==> src/verilog/port_b_pkg.sv <==
// Constants for the port B I/O and pin-change block
package port_b_pkg;

   // ==========================================================
   // Register indices on the plain register port
   localparam logic [3:0] OFS_PORT_B_PIN_VALUE       = 4'h0;
   localparam logic [3:0] OFS_PORT_B_DIRECTION       = 4'h1;
   localparam logic [3:0] OFS_PORT_B_PULLUP_ENABLE   = 4'h2;
   localparam logic [3:0] OFS_PORT_B_ANALOG_SELECT   = 4'h3;
   localparam logic [3:0] OFS_OPTION_SETTINGS        = 4'h4;
   localparam logic [3:0] OFS_PORT_A_PIN_CHANGE_EN   = 4'h5;
   localparam logic [3:0] OFS_PORT_B_PIN_CHANGE_EN   = 4'h6;
   localparam logic [3:0] OFS_PORT_A_ANALOG_SELECT   = 4'h7;
   localparam logic [3:0] OFS_INTERRUPT_CONTROL      = 4'h8;
   localparam logic [3:0] OFS_PORT_A_DIRECTION       = 4'h9;
   localparam logic [3:0] OFS_PORT_A_PIN_VALUE       = 4'hA;

   // ==========================================================
   // Implemented-bit masks
   localparam logic [7:0] MASK_PULLUP_B   = 8'hFE;
   localparam logic [7:0] MASK_ANALOG_B   = 8'h36;
   localparam logic [7:0] MASK_ANALOG_A   = 8'h0F;

   // ==========================================================
   // Field positions
   localparam int         POS_GLOBAL_PULLUP_ENABLE = 7;
   localparam int         POS_PIN_CHANGE_IRQ_EN    = 3;
   localparam int         POS_PIN_CHANGE_FLAG      = 0;
   localparam int         POS_PORT_A_PIN_FIVE      = 5;

   // ==========================================================
   // Values after reset
   localparam logic [7:0] RST_OUT_LATCH_B  = 8'h00;
   localparam logic [7:0] RST_DIRECTION    = 8'hFF;
   localparam logic [7:0] RST_PULLUP_B     = 8'hF6;
   localparam logic [7:0] RST_ANALOG_B     = 8'h36;
   localparam logic [7:0] RST_ANALOG_A     = 8'h0F;
   localparam logic [7:0] RST_OPTION       = 8'h00;
   localparam logic [7:0] RST_PIN_CHANGE   = 8'h00;
   localparam logic [7:0] RST_INTCTL       = 8'h00;
   localparam logic [15:0] RST_LAST_READ   = 16'h0000;

   // ==========================================================
   // Synchroniser depth
   localparam int         SYNC_STAGES = 2;

endpackage

==> src/verilog/pin_sync.sv <==
// Two-stage synchroniser for asynchronous pin levels
`timescale 1ns/1ps
module pin_sync
   import port_b_pkg::*;
#(
   parameter int WIDTH = 16
)(
   // Clock and reset
   input  wire logic             CLK,
   input  wire logic             RESET,
   // Pin levels in and synchronised levels out
   input  wire logic [WIDTH-1:0] D,
   output logic      [WIDTH-1:0] Q
);

   typedef struct packed {
      logic [WIDTH-1:0] stage1;
      logic [WIDTH-1:0] stage2;
   } sync_t;

   sync_t s;
   sync_t next_s;

   // ==========================================================
   // Stage one feeds only stage two
   always_comb begin
      next_s        = s;
      next_s.stage1 = D;
      next_s.stage2 = s.stage1;
   end

   always_ff @(posedge CLK) begin
      if (RESET) begin
         s <= '0;
      end else begin
         s <= next_s;
      end
   end

   assign Q = s.stage2;

endmodule

==> src/verilog/port_b_io.sv <==
// Port B general purpose I/O with pin-change detection for both ports
//
// Summary of operation
// Port B value reads pin levels, eight bits.
// Direction one is input, zero output; reset ones.
// Pull-up needs global, input, bit set, digital.
// Unimplemented bits read zero, ignore writes.
// Analog select bits only at 5,4,2,1.
// Analog pin loses input, pull-up, change detect.
// Software sets direction input for analog pins.
// Each pin of both ports has enable.
// Power-on reset clears all pin-change enables.
// Port A pin five ignored as reset pin.
// Compare pin level with last-read latch.
// OR of mismatches sets pin-change flag.
// Flag still sets when interrupt enable clear.
// Any port access reloads last-read latch.
// Persisting mismatch keeps setting the flag.
// Software accesses port, then clears flag.
// Latch survives external-pin reset.
// Change during port access may be missed.
// Pin change wakes from sleep when enabled.
// Pins pass two flip-flops before use.
//
// The register offsets and the strobed register port were decided locally.
`timescale 1ns/1ps
module port_b_io
   import port_b_pkg::*;
(
   // Clock and resets
   input  wire logic       CLK,
   input  wire logic       RESET,
   input  wire logic       EXT_RESET,
   // Configuration
   input  wire logic       RESET_PIN_SELECT,
   // Register port
   input  wire logic [3:0] ADDR,
   input  wire logic [7:0] WDATA,
   input  wire logic       WR,
   input  wire logic       RD,
   output logic      [7:0] RDATA,
   // Port A pin levels
   input  wire logic [7:0] PA_IN,
   // Port B pins
   input  wire logic [7:0] PB_IN,
   output logic      [7:0] PB_OUT,
   output logic      [7:0] PB_OE,
   output logic      [7:0] PB_PULLUP,
   // Pin-change requests
   output logic            IRQ_REQUEST,
   output logic            WAKE_REQUEST
);

   typedef struct packed {
      logic [7:0]  out_latch_b;
      logic [7:0]  dir_b;
      logic [7:0]  pullup_b;
      logic [7:0]  analog_b;
      logic [7:0]  option;
      logic [7:0]  change_en_a;
      logic [7:0]  change_en_b;
      logic [7:0]  analog_a;
      logic [7:0]  intctl;
      logic [7:0]  dir_a;
      logic [15:0] last_read;
      logic [7:0]  rdata;
      logic [7:0]  pb_out;
      logic [7:0]  pb_oe;
      logic [7:0]  pb_pullup;
      logic        irq;
      logic        wake;
   } state_t;

   localparam state_t RESET_STATE = '{
      out_latch_b : RST_OUT_LATCH_B,
      dir_b       : RST_DIRECTION,
      pullup_b    : RST_PULLUP_B,
      analog_b    : RST_ANALOG_B,
      option      : RST_OPTION,
      change_en_a : RST_PIN_CHANGE,
      change_en_b : RST_PIN_CHANGE,
      analog_a    : RST_ANALOG_A,
      intctl      : RST_INTCTL,
      dir_a       : RST_DIRECTION,
      last_read   : RST_LAST_READ,
      rdata       : 8'h00,
      pb_out      : RST_OUT_LATCH_B,
      pb_oe       : 8'h00,
      pb_pullup   : 8'h00,
      irq         : 1'b0,
      wake        : 1'b0
   };

   state_t s;
   state_t next_s;

   logic [15:0] pins_sync;
   logic [7:0]  digital_a;
   logic [7:0]  digital_b;
   logic [7:0]  detect_a;
   logic [7:0]  detect_b;
   logic [15:0] mismatch_bits;
   logic        mismatch;
   logic        port_access;

   // ==========================================================
   // Pin synchronisation
   pin_sync #(
      .WIDTH (16)
   ) u_pin_sync (
      .CLK   (CLK),
      .RESET (RESET),
      .D     ({PA_IN, PB_IN}),
      .Q     (pins_sync)
   );

   // ==========================================================
   // Digital input path and change detection
   always_comb begin
      digital_a = pins_sync[15:8] & ~(s.analog_a & MASK_ANALOG_A);
      digital_b = pins_sync[7:0] & ~(s.analog_b & MASK_ANALOG_B);
      detect_a  = s.change_en_a & ~(s.analog_a & MASK_ANALOG_A);
      if (RESET_PIN_SELECT) begin
         detect_a[POS_PORT_A_PIN_FIVE] = 1'b0;
      end
      detect_b      = s.change_en_b & ~(s.analog_b & MASK_ANALOG_B);
      mismatch_bits = ({digital_a, digital_b} ^ s.last_read) & {detect_a, detect_b};
      mismatch      = |mismatch_bits;
      port_access   = (RD || WR) &&
                      (ADDR == OFS_PORT_B_PIN_VALUE || ADDR == OFS_PORT_A_PIN_VALUE);
   end

   // ==========================================================
   // Next state
   always_comb begin
      next_s = s;

      // Register writes
      if (WR) begin
         unique case (ADDR)
            OFS_PORT_B_PIN_VALUE:     next_s.out_latch_b = WDATA;
            OFS_PORT_B_DIRECTION:     next_s.dir_b       = WDATA;
            OFS_PORT_B_PULLUP_ENABLE: next_s.pullup_b    = WDATA & MASK_PULLUP_B;
            OFS_PORT_B_ANALOG_SELECT: next_s.analog_b    = WDATA & MASK_ANALOG_B;
            OFS_OPTION_SETTINGS:      next_s.option      = WDATA;
            OFS_PORT_A_PIN_CHANGE_EN: next_s.change_en_a = WDATA;
            OFS_PORT_B_PIN_CHANGE_EN: next_s.change_en_b = WDATA;
            OFS_PORT_A_ANALOG_SELECT: next_s.analog_a    = WDATA & MASK_ANALOG_A;
            OFS_INTERRUPT_CONTROL:    next_s.intctl      = WDATA;
            OFS_PORT_A_DIRECTION:     next_s.dir_a       = WDATA;
            default: begin
            end
         endcase
      end

      // Mismatch sets the flag over a software clear
      if (mismatch) begin
         next_s.intctl[POS_PIN_CHANGE_FLAG] = 1'b1;
      end

      // Port access reloads the last-read latch
      if (port_access) begin
         next_s.last_read = {digital_a, digital_b};
      end

      // Read data for the cycle after the strobe
      next_s.rdata = 8'h00;
      if (RD) begin
         unique case (ADDR)
            OFS_PORT_B_PIN_VALUE:     next_s.rdata = digital_b;
            OFS_PORT_B_DIRECTION:     next_s.rdata = s.dir_b;
            OFS_PORT_B_PULLUP_ENABLE: next_s.rdata = s.pullup_b & MASK_PULLUP_B;
            OFS_PORT_B_ANALOG_SELECT: next_s.rdata = s.analog_b & MASK_ANALOG_B;
            OFS_OPTION_SETTINGS:      next_s.rdata = s.option;
            OFS_PORT_A_PIN_CHANGE_EN: next_s.rdata = s.change_en_a;
            OFS_PORT_B_PIN_CHANGE_EN: next_s.rdata = s.change_en_b;
            OFS_PORT_A_ANALOG_SELECT: next_s.rdata = s.analog_a & MASK_ANALOG_A;
            OFS_INTERRUPT_CONTROL:    next_s.rdata = s.intctl;
            OFS_PORT_A_DIRECTION:     next_s.rdata = s.dir_a;
            OFS_PORT_A_PIN_VALUE:     next_s.rdata = digital_a;
            default:                  next_s.rdata = 8'h00;
         endcase
      end

      // Pin drivers follow the updated control registers
      next_s.pb_out    = next_s.out_latch_b;
      next_s.pb_oe     = ~next_s.dir_b;
      next_s.pb_pullup = {8{next_s.option[POS_GLOBAL_PULLUP_ENABLE]}} &
                         next_s.dir_b & next_s.pullup_b & MASK_PULLUP_B &
                         ~(next_s.analog_b & MASK_ANALOG_B);

      // Requests gated by the pin-change interrupt enable
      next_s.irq  = next_s.intctl[POS_PIN_CHANGE_FLAG] &
                    next_s.intctl[POS_PIN_CHANGE_IRQ_EN];
      next_s.wake = next_s.intctl[POS_PIN_CHANGE_FLAG] &
                    next_s.intctl[POS_PIN_CHANGE_IRQ_EN];
   end

   // ==========================================================
   // State register
   always_ff @(posedge CLK) begin
      if (RESET) begin
         s <= RESET_STATE;
      end else if (EXT_RESET) begin
         s           <= RESET_STATE;
         s.last_read <= s.last_read;
      end else begin
         s <= next_s;
      end
   end

   // ==========================================================
   // Outputs
   assign RDATA        = s.rdata;
   assign PB_OUT       = s.pb_out;
   assign PB_OE        = s.pb_oe;
   assign PB_PULLUP    = s.pb_pullup;
   assign IRQ_REQUEST  = s.irq;
   assign WAKE_REQUEST = s.wake;

endmodule

==> config.mk <==
export PLATFORM = sky130hd
export DESIGN_NAME = port_b_io
export DESIGN_NICKNAME = d
export VERILOG_FILES = /design/src/verilog/port_b_pkg.sv /design/src/verilog/pin_sync.sv /design/src/verilog/port_b_io.sv
export SDC_FILE = /design/constraint.sdc
export NUM_CORES = 1
export LEC_CHECK = 0
export ABC_AREA = 1
export BUFFER_PORTS_ARGS = -buffer_cell sky130_fd_sc_hd__buf_2
export CAP_MARGIN = 0
export CORE_MARGIN = 5
export CORE_UTILIZATION = 45
export CTS_CLUSTER_SIZE = 40
export DETAILED_ROUTE_END_ITERATION = 8
export PLACE_DENSITY = 0.66
export SETUP_SLACK_MARGIN = 0.4
export SLEW_MARGIN = 20
export SYNTH_ARGS = -nofsm -noshare
export SYNTH_HDL_FRONTEND = slang
export SYNTH_SLANG_ARGS = --single-unit
==> constraint.sdc <==
create_clock -name CLK -period 1.29 [get_ports CLK]
set_clock_uncertainty 0.05 [all_clocks]
set_input_delay 0.258 -clock CLK [delete_from_list [all_inputs] [get_ports CLK]]
set_output_delay 0.258 -clock CLK [all_outputs]
set_load 0.005 [all_outputs]
==> impl_results.md <==
* Clock Tree Buf Depth at 2
* Initial DRC count at 514
* Crit path kind: reg -> reg
* Vias in the first global route at 5267
* Total CTS buffers at 17
* N_diodes at 0
* First-pass GRT wire length at 27300 um
* Top Ports at 68
* Critical Path Source: s[75]$_SDFFE_PP0P_
* # DRC at 0
* Sequential area share after synthesis at 47.5%
* RR Endpoint: WAKE_REQUEST$_SDFF_PP0_
* Met1 usage at 28.2%
* Syn Std Cell Area at 0.00602 mm2
* Placement row count at 42
* Yosys warns at 0
* Reg2reg setup slack at 0.04 ns
* Status: completed
* Routed WL at 18600 um
* Htree depth at 4
* Final nets at 1008
* Clock Sinks at 143
* Hold wc startpoint: RD
* Leak at 4.03 nW
* Synthesized instance count at 847
* Initial core utilization at 45.7%
* Worst Hold End: RDATA[6]$_SDFF_PP0_
* R2R cell count at 9
* Period minus WS final at 1.25 ns
* Chip Height at 126 um
* Root buf cell: clkbuf_16
* Grt met3 use at 5.33%
* Final hold vios at 0
* Total global-route track usage at 22.2%
* Post-DP HPWL at 12100 um
* Hold depth at 3
* Largest net degree at the start of global routing at 34
* RSZ-0062 raised after global routing: true
* CTS tree: yes
* Place WS at -0.351 ns
* DP Cell Count at 1086
* Core area at 0.0132 mm2
* Final ANT Viol Nets at 0
* Worst-Skew Late Latency at 0.43 ns
* Met2 Usage GRT at 34.6%
* Avg Inst Size Synth at 7.11 um2
* DRT Pass-1 Iters at 5
* Total global routing overflow at 0
* Non-Filler Instances at 1163
* Share of cells above drive strength 1 at 43.4%
* Routed wire per std cell at 16.0 um
* Hold Slack at 0.0716 ns
* Req. time, crit path at 1.56 ns
* Fillers at 1020
* Max VDD drop at 996 uV
* GP Congestion at 0.972
* Power consumption at 10.9 mW
* R2r startpoint: s[75]$_SDFFE_PP0P_
* Synth cell types at 24
* Chip width at 126 um
* Max-slew violation count at 0
* Initial antenna violation count at 0
* Vias per std cell at 4.98
* CP Capture Type: flop
* Max-Cap Viols at 0
* Net count after synthesis at 881
* Synth Register Bits at 143
* Final setup violation count at 0
* Final core utilization at 68.3%
* F_max at 798 MHz
* CP startpoint kind: flop
* Hold Path Class: in -> reg
* Fin crit share at 97.1%
* Critical path arrival at 1.52 ns
* Gr busiest metal: met2
* Vias post-DR at 5787
* Pwr/cell area at 1210 mW/mm2
* Clk slew on worst S/H paths at 0.06 ns
* Die area at 0.0158 mm2
* Setup WS post-layout at 0.0370 ns
* Max Fanout on Critical Path at 2
* IO buf count at 66
* Area delta synth->final at 49.6%
==> stage by stage <==
step	cell area, um2	setup TNS [ns]
after floorplan	6340	0
after detailed placement	6860	-22.22
after global routing	9010	-0.109
after global placement	6860	-21.20
after CTS	8140	0
final	9010	0
==> kinds of logic after synthesis <==
family	synth area share [%]
buffers and inverters	14.6
other	0.0623
AOI/OAI and AO/OA	12.8
DFF	47.5
and+or+nand+nor	25.1
==> worst max-delay path by stage <==
stage,end,slack [ns]
after global routing,WAKE_REQUEST$_SDFF_PP0_,-0.06
after floorplan,PB_PULLUP[4]$_SDFF_PP0_,0.14
after CTS,WAKE_REQUEST$_SDFF_PP0_,0.05
after detailed placement,PB_PULLUP[4]$_SDFF_PP0_,-0.35
after global placement,PB_PULLUP[4]$_SDFF_PP0_,-0.31
final,WAKE_REQUEST$_SDFF_PP0_,0.04
==> power by group <==
group / internal (mW) / switching, mW / total, mW
clock: 3.43 / 1.94 / 5.37
combinational: 0.409 / 0.589 / 0.998
sequential: 4.50 / 0.0507 / 4.55
==> what timing repair did <==
action                                  4_1_cts  5_1_grt
setup buffers                                11       13
pin swaps                                    52       83
hold buffers                                 16        0
hold endpoints to repair                     16        0
cloned                                        2        3
endpoints found under the setup margin      144      118
resized for setup                           135      233
==> registers in the layout (all words and copies together) (netlist names) <==
| register | count |
|---|---|
| u_pin_sync.next_s | 16 |
| PB_PULLUP | 7 |
| s | 79 |
| u_pin_sync.Q | 16 |
| PB_OE | 8 |
| PB_OUT | 8 |
| WAKE_REQUEST | 1 |
| RDATA | 8 |
==> layer usage <==
layer	wire length, um	part of all wire (%)
met1	7560	41
met2	8870	48
met3	1250	6.7
met4	946	5.1
met5	0	0
==> worst max-delay path, stage by stage, from the launching register on <==
cell and delay [ns]:
dfxtp_1 0.31, inv_1 0.10, nor2_1 0.06, nand3_1 0.06, nand2_1 0.06, nor2_1 0.12, nand3_1 0.09, nor2_1 0.11
buf_4 0.15, nor2_2 0.03
==> cells in the final DEF (no fill, tap or decap), types with 4 or more instances in the layout <==
master         synthesis  routed
o21ai_2                1      31
nor2_1                99      73
o21ai_1               12      23
dlygate4sd3_1          0      16
buf_4                 34      43
nand2_4                1      24
clkbuf_16              0      17
o21ai_0               62       9
nand3_2                0       9
inv_6                  0       4
nand3_1               49      40
a21oi_1               57      34
nand2_1              192     141
a21oi_2                0      23
o211ai_1              14      14
inv_1                131     105
buf_12                 0       8
nor2_4                 2      18
nand2_8                0       9
buf_2                 11      56
bufinv_16              0       5
o21ai_4                0      12
dfxtp_4                0       9
nor2_2                 6      16
or2_4                  0       7
nand2_2                5      27
buf_6                  1      39
dfxtp_1              143     102
dfxtp_2                0      32
inv_2                  4      19
==> synth_stat cells <==
| master | count | area share (%) |
|---|---|---|
| buf_1 | 1 | 0.062 |
| nor2_8 | 1 | 0.33 |
| nor2_1 | 99 | 6.2 |
| nand2_2 | 5 | 0.52 |
| o21ai_2 | 1 | 0.15 |
| nand3_1 | 49 | 4.1 |
| dfxtp_1 | 143 | 48 |
| nor2_4 | 2 | 0.37 |
| a21oi_1 | 57 | 4.7 |
| nor3_1 | 1 | 0.083 |
| nor2_2 | 6 | 0.62 |
| or2_2 | 7 | 0.73 |
| conb_1 | 1 | 0.062 |
| o211ai_1 | 14 | 1.7 |
| nand2_4 | 1 | 0.19 |
| inv_2 | 4 | 0.25 |
| buf_6 | 1 | 0.19 |
| nand2_1 | 192 | 12 |
| o21ai_0 | 62 | 5.2 |
| buf_4 | 34 | 4.2 |
| o21ai_1 | 12 | 1.0 |
| buf_2 | 11 | 0.91 |
| clkbuf_1 | 12 | 0.75 |
| inv_1 | 131 | 8.2 |
==> area by class of cell <==
class | instances | area, um2 | share of cell area (%)
Clock inverter | 14 | 214 | 2.38
Clock buffer | 18 | 429 | 4.77
Sequential cell | 143 | 2940 | 32.6
Inverter | 135 | 599 | 6.65
Tap cell | 176 | 220 | 2.45
Timing Repair Buffer | 164 | 1390 | 15.5
Multi-Input combinational cell | 513 | 3210 | 35.7
Power figures use the tool's default switching activity.
